$ cat src/verilog/wd_params.svh
// Register offsets, field positions and reset values of the watchdog control block
`ifndef WD_PARAMS_SVH
`define WD_PARAMS_SVH

// Register byte offsets on the register port
`define WD_ADDR_W              12
`define WD_OFS_CTRL_INTERVAL   12'hECD
`define WD_OFS_CTRL_CLOCK_WIN  12'hECE
`define WD_OFS_PRESCALE_LOW    12'hECF
`define WD_OFS_PRESCALE_HIGH   12'hED0
`define WD_OFS_TIMER_STATUS    12'hED1

// Field positions
`define WD_SEN_BIT             0
`define WD_INTERVAL_LSB        1
`define WD_INTERVAL_MSB        5
`define WD_WINDOW_LSB          0
`define WD_WINDOW_MSB          2
`define WD_CLKSRC_LSB          4
`define WD_CLKSRC_MSB          6

// Field codes and reset values
`define WD_INTERVAL_CFG_OPEN   5'h1F
`define WD_INTERVAL_DEFAULT    5'h0B
`define WD_INTERVAL_LAST_LEGAL 5'h12
`define WD_INTERVAL_MIN        5'h00
`define WD_CLKSRC_CFG_OPEN     3'h7
`define WD_CLKSRC_DEFAULT      3'h0
`define WD_WINDOW_CFG_OPEN     3'h7
`define WD_WINDOW_FULL_OPEN    3'h7
`define WD_SEN_RESET           1'h0
`define WD_STATUS_RESET        8'h00

// Counter widths and limits
`define WD_PRESCALE_W          18
`define WD_TIMER_W             5
`define WD_TIMER_MAX           5'h1F
`define WD_WINDOW_STEP         5'h04
`define WD_WINDOW_STEPS        3'h7

`endif

$ cat src/verilog/wd_pkg.sv
// Types shared by the watchdog control block and its counter core
package wd_pkg;

  // Configured operating modes
  typedef enum logic [1:0] {
    MODE_OFF   = 2'h0,
    MODE_SW    = 2'h1,
    MODE_AWAKE = 2'h2,
    MODE_ON    = 2'h3
  } op_mode_t;

  // Watchdog clock sources
  typedef enum logic [2:0] {
    SRC_LOW_FREQ = 3'h0,
    SRC_MID_FREQ = 3'h1
  } clk_src_t;

  typedef logic [17:0] prescale_t;
  typedef logic [4:0]  timer_t;

endpackage

$ cat src/verilog/wd_core_if.sv
// Carrier between the watchdog register block and its counter core
`timescale 1ns/1ps
`default_nettype none

interface wd_core_if;
  logic               wd_tick;       // Selected watchdog clock enable
  logic               count_en;      // Watchdog active
  logic               clear;         // Zero both counters
  logic [4:0]         interval_code; // Effective interval code
  wd_pkg::prescale_t  prescale;
  wd_pkg::timer_t     timer;
  logic               overflow;      // One-cycle time-out pulse

  modport ctrl (output wd_tick, count_en, clear, interval_code,
                input prescale, timer, overflow);
  modport core (input wd_tick, count_en, clear, interval_code,
                output prescale, timer, overflow);
endinterface

`default_nettype wire

$ cat src/verilog/wd_counter_core.sv
// Prescale counter and window timer of the watchdog
`timescale 1ns/1ps
`default_nettype none
`include "wd_params.svh"

module wd_counter_core (
  input  wire logic SYS_CLK,
  input  wire logic SYS_RST,
  wd_core_if.core   cif
);

  logic [17:0] tap_mask;
  logic        tap;

  // Tap fires when the low interval bits of the prescaler are all ones
  always_comb begin
    tap_mask = 18'h00000;
    for (int i = 0; i < 18; i++) begin
      if (i < int'(cif.interval_code)) begin
        tap_mask[i] = 1'b1;
      end
    end
    tap = cif.wd_tick && ((cif.prescale & tap_mask) == tap_mask);
  end

  always_ff @(posedge SYS_CLK) begin
    if (SYS_RST || cif.clear) begin
      cif.prescale <= 18'h00000;
    end else if (cif.count_en && cif.wd_tick) begin
      cif.prescale <= cif.prescale + 18'h00001;
    end
  end

  // tap advances timer, overflow times out
  always_ff @(posedge SYS_CLK) begin
    if (SYS_RST || cif.clear) begin
      cif.timer    <= 5'h00;
      cif.overflow <= 1'b0;
    end else begin
      cif.overflow <= cif.count_en && tap && (cif.timer == `WD_TIMER_MAX);
      if (cif.count_en && tap) begin
        cif.timer <= cif.timer + 5'h01;
      end
    end
  end

endmodule

`default_nettype wire

$ cat src/verilog/windowed_watchdog_control.sv
// Register set, enables and window checking of the windowed watchdog
//
// Added by the designer: the plain strobed port.
`timescale 1ns/1ps
`default_nettype none
`include "wd_params.svh"

// Functional notes
// - Interval code sets division 32 up to 2^23
// - Reserved interval codes behave as minimum interval
// - Interval resets to config word or 01011
// - Interval writable only when config all ones
// - Software enable resets low, used in mode 01
// - Clock source 000 low, 001 mid oscillator
// - Clock source writable only with config 111
// - Window resets from config, writable at 111
// - Window code sets closed share in eighths
// - Window open at timer four times seven-minus-code
// - Status bit 2 shows armed flag
// - Status holds timer and top prescale bits
// - Prescaler readable as three byte views
// - Clear in closed window causes reset
// - Control writes clear the watchdog counters
// - Operating mode decides when watchdog runs
module windowed_watchdog_control (
  input  wire logic        SYS_CLK,
  input  wire logic        SYS_RST,
  input  wire logic [11:0] REG_ADDR,
  input  wire logic [7:0]  REG_WDATA,
  input  wire logic        REG_WR,
  input  wire logic        REG_RD,
  output var  logic [7:0]  REG_RDATA,
  input  wire logic [4:0]  CFG_INTERVAL_WORD,
  input  wire logic [2:0]  CFG_CLOCK_WORD,
  input  wire logic [2:0]  CFG_WINDOW_WORD,
  input  wire logic [1:0]  CFG_OPERATING_MODE,
  input  wire logic        DEVICE_SLEEP,
  input  wire logic        LOW_FREQ_TICK,
  input  wire logic        MID_FREQ_TICK,
  input  wire logic        CLEAR_INSTR,
  output var  logic        WD_RESET_REQ,
  output var  logic        WD_WINDOW_VIOLATION,
  output var  logic        WD_WAKE,
  output var  logic        WD_ACTIVE
);

  // ********************************************************
  // Declarations
  // ********************************************************

  wd_core_if cif ();

  logic [4:0]        interval_select;
  logic              software_enable_bit;
  logic [2:0]        clock_source_select;
  logic [2:0]        window_select;
  logic              armed;
  logic              active;
  logic              sleep_q;
  logic              sleep_edge;
  logic              wr_ctrl0;
  logic              wr_ctrl1;
  logic              rd_ctrl0;
  logic              windowed_mode;
  logic              window_open;
  logic [4:0]        open_threshold;
  logic              clear_valid;
  logic              clear_bad;
  logic              timeout;
  logic [4:0]        next_interval_code;
  logic              next_tick;
  logic [7:0]        next_rdata;
  wd_pkg::op_mode_t  op_mode;

  // ********************************************************
  // Register port decode
  // ********************************************************

  // Write strobes per control register, read strobe for control zero only
  assign wr_ctrl0 = REG_WR && (REG_ADDR == `WD_OFS_CTRL_INTERVAL);
  assign wr_ctrl1 = REG_WR && (REG_ADDR == `WD_OFS_CTRL_CLOCK_WIN);
  assign rd_ctrl0 = REG_RD && (REG_ADDR == `WD_OFS_CTRL_INTERVAL);

  // ********************************************************
  // Control registers
  // ********************************************************

  // interval locked unless config all ones
  always_ff @(posedge SYS_CLK) begin
    if (SYS_RST) begin
      if (CFG_INTERVAL_WORD == `WD_INTERVAL_CFG_OPEN) begin
        interval_select <= `WD_INTERVAL_DEFAULT;
      end else begin
        interval_select <= CFG_INTERVAL_WORD;
      end
    end else if (wr_ctrl0 && (CFG_INTERVAL_WORD == `WD_INTERVAL_CFG_OPEN)) begin
      interval_select <= REG_WDATA[`WD_INTERVAL_MSB:`WD_INTERVAL_LSB];
    end
  end

  always_ff @(posedge SYS_CLK) begin
    if (SYS_RST) begin
      software_enable_bit <= `WD_SEN_RESET;
    end else if (wr_ctrl0) begin
      software_enable_bit <= REG_WDATA[`WD_SEN_BIT];
    end
  end

  always_ff @(posedge SYS_CLK) begin
    if (SYS_RST) begin
      if (CFG_CLOCK_WORD == `WD_CLKSRC_CFG_OPEN) begin
        clock_source_select <= `WD_CLKSRC_DEFAULT;
      end else begin
        clock_source_select <= CFG_CLOCK_WORD;
      end
    end else if (wr_ctrl1 && (CFG_CLOCK_WORD == `WD_CLKSRC_CFG_OPEN)) begin
      clock_source_select <= REG_WDATA[`WD_CLKSRC_MSB:`WD_CLKSRC_LSB];
    end
  end

  // window reset from config, locked unless config 111
  always_ff @(posedge SYS_CLK) begin
    if (SYS_RST) begin
      window_select <= CFG_WINDOW_WORD;
    end else if (wr_ctrl1 && (CFG_WINDOW_WORD == `WD_WINDOW_CFG_OPEN)) begin
      window_select <= REG_WDATA[`WD_WINDOW_MSB:`WD_WINDOW_LSB];
    end
  end

  // ********************************************************
  // Operating mode and clock selection
  // ********************************************************

  assign op_mode = wd_pkg::op_mode_t'(CFG_OPERATING_MODE);

  // enable bit counts only in mode 01
  always_comb begin
    case (op_mode)
      wd_pkg::MODE_ON:    active = 1'b1;
      wd_pkg::MODE_AWAKE: active = !DEVICE_SLEEP;
      wd_pkg::MODE_SW:    active = software_enable_bit;
      default:            active = 1'b0;
    endcase
  end

  // source 000 low, 001 mid; reserved codes stop the clock
  always_comb begin
    case (clock_source_select)
      3'h0:    next_tick = LOW_FREQ_TICK;
      3'h1:    next_tick = MID_FREQ_TICK;
      default: next_tick = 1'b0;
    endcase
  end

  // code n divides by 32 times 2^n
  // reserved codes fall back to minimum
  always_comb begin
    if (interval_select > `WD_INTERVAL_LAST_LEGAL) begin
      next_interval_code = `WD_INTERVAL_MIN;
    end else begin
      next_interval_code = interval_select;
    end
  end

  // ********************************************************
  // Window checking and clearing
  // ********************************************************

  // code 111 leaves the window fully open
  assign windowed_mode = (window_select != `WD_WINDOW_FULL_OPEN);

  // open from four times seven minus code
  assign open_threshold = 5'((`WD_WINDOW_STEPS - window_select) * `WD_WINDOW_STEP);
  assign window_open    = (cif.timer >= open_threshold);

  // unarmed clear is a violation in windowed mode
  // clear in closed window is a violation
  assign clear_bad   = CLEAR_INSTR && active && windowed_mode && (!armed || !window_open);
  assign clear_valid = CLEAR_INSTR && !clear_bad;
  assign timeout     = cif.overflow;

  // Sleep entry and exit both restart the count
  assign sleep_edge = DEVICE_SLEEP ^ sleep_q;

  always_ff @(posedge SYS_CLK) begin
    if (SYS_RST) begin
      sleep_q <= 1'b0;
    end else begin
      sleep_q <= DEVICE_SLEEP;
    end
  end

  // reading control zero arms; arming beats a same-cycle clear
  always_ff @(posedge SYS_CLK) begin
    if (SYS_RST) begin
      armed <= 1'b0;
    end else if (rd_ctrl0) begin
      armed <= 1'b1;
    end else if (CLEAR_INSTR || timeout || !active) begin
      armed <= 1'b0;
    end
  end

  // ********************************************************
  // Counter core
  // ********************************************************

  // control writes, valid clears and disable zero counters
  assign cif.clear = wr_ctrl0 || wr_ctrl1 || clear_valid || clear_bad
                   || !active || sleep_edge || timeout;
  assign cif.count_en      = active;
  assign cif.wd_tick       = next_tick;
  assign cif.interval_code = next_interval_code;

  wd_counter_core u_core (
    .SYS_CLK (SYS_CLK),
    .SYS_RST (SYS_RST),
    .cif     (cif)
  );

  // ********************************************************
  // Event outputs
  // ********************************************************

  // violation or time-out asks for reset; asleep, time-out wakes
  always_ff @(posedge SYS_CLK) begin
    if (SYS_RST) begin
      WD_RESET_REQ        <= 1'b0;
      WD_WINDOW_VIOLATION <= 1'b0;
      WD_WAKE             <= 1'b0;
    end else begin
      WD_RESET_REQ        <= clear_bad || (timeout && !DEVICE_SLEEP);
      WD_WINDOW_VIOLATION <= clear_bad;
      WD_WAKE             <= timeout && DEVICE_SLEEP;
    end
  end

  // Activity shown one cycle late, straight from a flop
  always_ff @(posedge SYS_CLK) begin
    if (SYS_RST) begin
      WD_ACTIVE <= 1'b0;
    end else begin
      WD_ACTIVE <= active;
    end
  end

  // ********************************************************
  // Read data
  // ********************************************************

  // armed flag at status bit 2
  // timer in 7:3, prescale top in 1:0
  always_comb begin
    case (REG_ADDR)
      `WD_OFS_CTRL_INTERVAL:  next_rdata = {2'h0, interval_select, software_enable_bit};
      `WD_OFS_CTRL_CLOCK_WIN: next_rdata = {1'h0, clock_source_select, 1'h0, window_select};
      `WD_OFS_PRESCALE_LOW:   next_rdata = cif.prescale[7:0];
      `WD_OFS_PRESCALE_HIGH:  next_rdata = cif.prescale[15:8];
      `WD_OFS_TIMER_STATUS:   next_rdata = {cif.timer, armed, cif.prescale[17:16]};
      default:                next_rdata = 8'h00;
    endcase
  end

  // Data stand only in the cycle after the read strobe
  always_ff @(posedge SYS_CLK) begin
    if (SYS_RST) begin
      REG_RDATA <= `WD_STATUS_RESET;
    end else if (REG_RD) begin
      REG_RDATA <= next_rdata;
    end else begin
      REG_RDATA <= 8'h00;
    end
  end

endmodule

`default_nettype wire

$ cat config.mk
export PLATFORM = sky130hd
export DESIGN_NAME = windowed_watchdog_control
export DESIGN_NICKNAME = d
export VERILOG_FILES = /design/src/verilog/wd_pkg.sv /design/src/verilog/wd_core_if.sv /design/src/verilog/wd_counter_core.sv /design/src/verilog/windowed_watchdog_control.sv
export VERILOG_INCLUDE_DIRS = /design/src /design/src/verilog
export SDC_FILE = /design/constraint.sdc
export NUM_CORES = 1
export LEC_CHECK = 0
export BUFFER_PORTS_ARGS = -buffer_cell sky130_fd_sc_hd__buf_2
export CAP_MARGIN = 25
export CORE_UTILIZATION = 35
export CTS_BUF_LIST = sky130_fd_sc_hd__clkbuf_8 sky130_fd_sc_hd__clkbuf_16
export DETAILED_ROUTE_END_ITERATION = 8
export SYNTH_ARGS = -nofsm -noshare
export SYNTH_HDL_FRONTEND = slang
export SYNTH_SLANG_ARGS = --single-unit
$ cat constraint.sdc
create_clock -name SYS_CLK -period 5.5 [get_ports SYS_CLK]
set_input_delay 0.825 -clock SYS_CLK [delete_from_list [all_inputs] [get_ports SYS_CLK]]
set_output_delay 0.825 -clock SYS_CLK [all_outputs]
set_load 0.01 [all_outputs]
Word-level counts from Yosys, hierarchy flattened
Cells that the tools add are included.
{"block": "classes", "n_addsub": 3, "order_cmp": 20, "eq_ne": 15, "mux": 32, "bitwise": 3, "n_reduce_logical": 38}
{"cell": "$eq 12x12->1 const B", "n": 5}
{"cell": "$lt 4x5->1 const A", "n": 8}
{"cell": "$pmux 8 s5", "n": 1}
{"cell": "$lt 3x5->1 const A", "n": 4}
{"cell": "$mux 1", "n": 20}
{"cell": "$mux 5", "n": 4}
{"cell": "$add 18x1->18 const B", "n": 1}
{"cell": "$and 18x18->18", "n": 1}
{"cell": "$eq 18x18->1", "n": 1}
{"cell": "$logic_and 1x1->1", "n": 16}
{"cell": "$mux 3", "n": 5}
{"cell": "$logic_or 1x1->1", "n": 11}
{"cell": "$eq 5x5->1 const B", "n": 2}
{"cell": "$lt 1x5->1 const A", "n": 2}
{"cell": "$lt 2x5->1 const A", "n": 2}
{"cell": "$lt 5x5->1 const A", "n": 2}
{"cell": "$reduce_bool 2->1", "n": 4}
{"cell": "$eq 3x3->1 const B", "n": 2}
{"cell": "$add 5x1->5 const B", "n": 1}
{"cell": "$ge 5x5->1", "n": 1}
{"cell": "$gt 5x5->1 const B", "n": 1}
{"cell": "$logic_not 1->1", "n": 5}
{"cell": "$eq 2x2->1 const B", "n": 2}
{"cell": "$eq 3x1->1 const B", "n": 1}
{"cell": "9 further kinds", "n": 9}
{"block": "word_totals", "ff_bits": 50, "out_inout_bits": 12}

Depth between registers and ports, before layout
{"block": "logic_depth", "word_depth": 13, "depth_mapped": 8}

Hierarchy
A second synthesis with hierarchy kept.
{"block": "unflattened", "cells_unflattened": 315, "hier_area_um2": 2834.0}
{"module": "windowed_watchdog_control", "instances": 1, "cells_per_inst": 163, "area_per_inst_um2": 1560.2, "seq_area_each_um2": 630.6}
{"module": "wd_counter_core", "instances": 1, "cells_per_inst": 152, "area_per_inst_um2": 1273.7, "seq_area_each_um2": 480.5}

Worst setup path before layout
OpenSTA, ideal clock, no wires.
{"block": "synth_path", "path_type": "in2reg", "from": "input DEVICE_SLEEP", "to": "register u_core.cif.timer[3]", "setup_time_ns": 0.068, "arrival_time_ns": 2.653, "path_slack_ns": 2.780, "stages": 6, "path_cell_list": "nor2b_4 > nor4b_4 > o2111ai_1 > or4_4 > or4_4 > a21oi_2"}
{"block": "synth_via", "elab_chain_cells": 13, "word_cells_on_any_way": 16}
{"item": "start, declared", "line": "windowed_watchdog_control.sv:37", "source": "input wire logic DEVICE_SLEEP,"}
{"item": "$logic_not 1->1", "line": "windowed_watchdog_control.sv:140", "source": "wd_pkg::MODE_AWAKE: active = !DEVICE_SLEEP;"}
{"item": "$pmux 1 s3", "line": "windowed_watchdog_control.sv:138", "source": "case (op_mode)"}
{"item": "$logic_and 1x1->1 (3 in series)", "line": "windowed_watchdog_control.sv:178", "source": "assign clear_bad = CLEAR_INSTR && active && windowed_mode && (!armed || !window_open);"}
{"item": "$logic_not 1->1", "line": "windowed_watchdog_control.sv:179", "source": "assign clear_valid = CLEAR_INSTR && !clear_bad;"}
{"item": "$logic_and 1x1->1", "line": "windowed_watchdog_control.sv:179"}
{"item": "$logic_or 1x1->1 (2 in series)", "line": "windowed_watchdog_control.sv:209", "source": "assign cif.clear = wr_ctrl0 || wr_ctrl1 || clear_valid || clear_bad"}
{"item": "$logic_or 1x1->1 (3 in series)", "line": "windowed_watchdog_control.sv:210", "source": "|| !active || sleep_edge || timeout;"}
{"item": "$logic_or 1x1->1", "line": "wd_counter_core.sv:36", "source": "if (SYS_RST || cif.clear) begin"}
{"item": "end signal, assigned", "line": "wd_counter_core.sv:42", "source": "cif.timer <= cif.timer + 5'h01;"}
{"item": "end, declared", "line": "wd_core_if.sv:17", "source": "output prescale, timer, overflow);"}
Parallel ways exist; a longest one is shown, timed or not.
A chain may end at the register's enable or synchronous reset.

Worst setup path after layout
{"block": "layout_path", "from": "input DEVICE_SLEEP", "to": "register u_core.cif.timer[2]"}
Same word-level chain as after synthesis.

==> results.cfg <==
[power]
power.switching_uw = 176
p_leak_nw = 1.16
clkPwrFrac_pct = 35.2
combPwrFrac_pct = 9.9
power.total_uw = 728
seqPwrFrac_pct = 54.9
peakVddDrop_mv = 0.0844
internal_power_uw = 552
p_per_area_nw_per_um2 = 233
swShare_pct = 24.2

[timing]
max_slew_margin_pct = 35.4
post-route-period-util_pct = 51.5
finalSetupViolCount = 0
max_freq_mhz = 353
hold_violations = 0
fin_crit_ps = 2830
tightest_slew_ps = 960
rsz0062_at_grt = no
finalMaxSlewViolations = 0
tns_ps = 0
clock_skew_ps = 5.03
hold_slack_ps = 510
fin_ws_ps = 2670

[setup_path]
crit_chain = buf_2 -> nor2b_4 -> nor4b_4 -> o2111ai_1 -> nor4_1 -> a31o_2 -> a21oi_1
cp_max_fo = 9
r2r_slack_ps = 2870
critPathBufInv = 1
r2r-start = clock_source_select[0]$_DFFE_PP_
rr_worst_depth = 6
cp-endpoint = u_core.cif.timer[2]$_SDFFE_PP0P_
crit_cells = 7
required_ps = 5700
end_kind = register
rr_endpoint = u_core.cif.timer[2]$_SDFFE_PP0P_
cp.arrival_ps = 3030
crit_family = simple AND/OR/NAND/NOR gates
max_stage_delay_ps = 780
worstSetupStartpoint = DEVICE_SLEEP
worstSetupStartpointType = primary input
critPathKind = in -> reg
slowest_stage = nor4_1

[die]
fp.dieW_microns = 89.3
rows = 31
io_pins = 53
core_sq_um = 7290
start_util_pct = 36.6
dieArea_sq_um = 7970
die_h_microns = 89.3

[clock_tree]
cts_resized = 0
h-tree-depth = 2
cts_buffers = 5
clockBufferDepth = 2
clock_latency_ps = 300
postCtsSetupRepairBufs = 0
clock_sinks = 50
ctsHoldBuffers = 0
root_buffer = clkbuf_8
cts_tree = done
cts.clk_slew.worst_paths_ps = 90

[logic_synthesis]
synthDistinctLibCells = 52
yosys-top-cells-area = dfxtp_1 29%, edfxtp_1 12%, nor2_1 4.6%, nand2_1 4.2%, nand3_1 3.6%
ys_seq_elements = 50
synth_edf_count = 11
syn-cell-area_sq_um = 2670
yosysMostFrequentCell = dfxtp_1
ys_seq_area_share_pct = 41.7
synth_common_cells = 39 x dfxtp_1, 33 x nor2_1, 30 x nand2_1, 19 x nand3_1, 18 x a21oi_1
syn_inst = 304
avgSynthCellArea_sq_um = 8.77
synth_nets = 352
ys.flop_type = dfxtp_1
yosysTopAreaCellShare_pct = 29.3
yosysTopAreaCell = dfxtp_1
synthArstFlopShare_pct = 0
synth_warnings = 0

[global_routing]
grt_pass1_wl_microns = 11400
grt_max_degree = 27
track_usage_pct = 18.8
antenna_found_initial = 0
grt_pass1_vias = 2336
grt_remaining_overflow = 0

[final_layout]
fillers = 791
final_area_sq_um = 3130
layoutNonFillerInstCount = 451
syn2layout_area_growth_pct = 17.2
finalNetCount = 399
final_util_pct = 42.9
diodes = 0
final_layout_size_suffix_gt1_share_pct = 20.2

[route]
routed_via_density = 5.40
num_vias = 2434
drt_wl_total_microns = 6970
ant_nets = 0
drc_errors = 0
wl_per_cell_microns = 15.5
dr.pass1.iters = 7
drt_iter0_markers = 185

[run_status]
status = finished, final reports clean

[hold_path]
hold_class = reg -> reg
worstHoldStart = u_core.cif.overflow$_SDFF_PP0_

[placement]
io_buffer_count = 51
pre_cts_ws_ps = 2340
place_area_sq_um = 3020
dp_cells = 443
dp_hpwl_microns = 5220
finalWeightedCongestion = 0.891

[run]
max_cap_viol_count = 0
-- cell usage in the layout (no fill, tap or decap), drive strengths merged, types with 3 or more instances in the layout --
cell type	n
nand3b	3
mux2i	3
nor4	4
nand2b	8
nor2	33
inv	13
o21ai	11
xnor2	8
nand4	8
a21oi	20
or4	3
and3	6
nor2b	6
xor2	8
edfxtp	11
clkbuf	5
nand3	19
nor3	4
a21boi	4
dfxtp	39
a222oi	8
buf	52
a22oi	5
o21bai	4
a21o	3
nand2	30
ha	7
-- per-layer routing --
layer  GRT usage, %  vias up  share of wire (%)
met1           26.4     1133                 48
met4           4.62        0                1.2
met2           30.5       84                 45
met5              0        -                  0
met3           2.68        9                5.3
li1               -     1208                  -
-- power groups by stage --
stage / sequential [mW] / clock (mW) / combinational (mW)
global route: 0.401 / 0.277 / 0.0806
global placement: 0.408 / 0 / 0.0699
CTS: 0.399 / 0.260 / 0.0721
floorplan: 0.399 / 0 / 0.0498
detailed placement: 0.408 / 0 / 0.0718
finish: 0.400 / 0.256 / 0.0722
-- worst register-to-register path, cell delays in order (launching register included) --
cell and delay, ps:
edfxtp_1 440, mux2i_1 170, nor4b_4 540, o2111ai_1 270
nor4_1 780, a31o_2 270, a21oi_1 50
-- kinds of logic (layout without fill, tap and decap cells) --
group                    after synthesis  after routing  synth area share [%]
XOR/XNOR                              16             16                  5.25
flip-flops                            50             50                  41.7
AND/OR/NAND/NOR                      133            133                  26.2
multiplexers                           4              4                  1.55
AO/OA/AOI/OAI                         70             70                  18.7
buffers and inverters                 24             72                  3.42
adder cells (fa/ha/maj)                7              7                  3.28
-- cell type report --
class / instances / area (sq um) / share of cell area (%)
Multi-Input combinational cell: 230 / 1470 / 46.9
Tap cell: 99 / 124 / 3.96
Clock buffer: 5 / 68.8 / 2.20
Timing Repair Buffer: 52 / 270 / 8.65
Inverter: 12 / 45.0 / 1.44
Clock inverter: 3 / 41.3 / 1.32
Sequential cell: 50 / 1110 / 35.5
-- registers in the layout, summed over array words and instances, names as in the netlist, 3 cells and up --
register,flops
clock_source_select,3
window_select,3
u_core.cif.timer,5
REG_RDATA,8
interval_select,5
u_core.cif.prescale,18
-- worst min path at each step --
stage / cells after the start / slack, ps / to
2_1_floorplan: 1 / 440 / WD_RESET_REQ$_SDFF_PP0_
3_3_place_gp: 1 / 480 / WD_RESET_REQ$_SDFF_PP0_
3_5_place_dp: 1 / 480 / WD_RESET_REQ$_SDFF_PP0_
4_1_cts: 1 / 500 / WD_RESET_REQ$_SDFF_PP0_
5_1_grt: 1 / 520 / WD_WAKE$_SDFF_PP0_
6_report: 1 / 510 / WD_RESET_REQ$_SDFF_PP0_
Power figures use the tool's default switching activity.
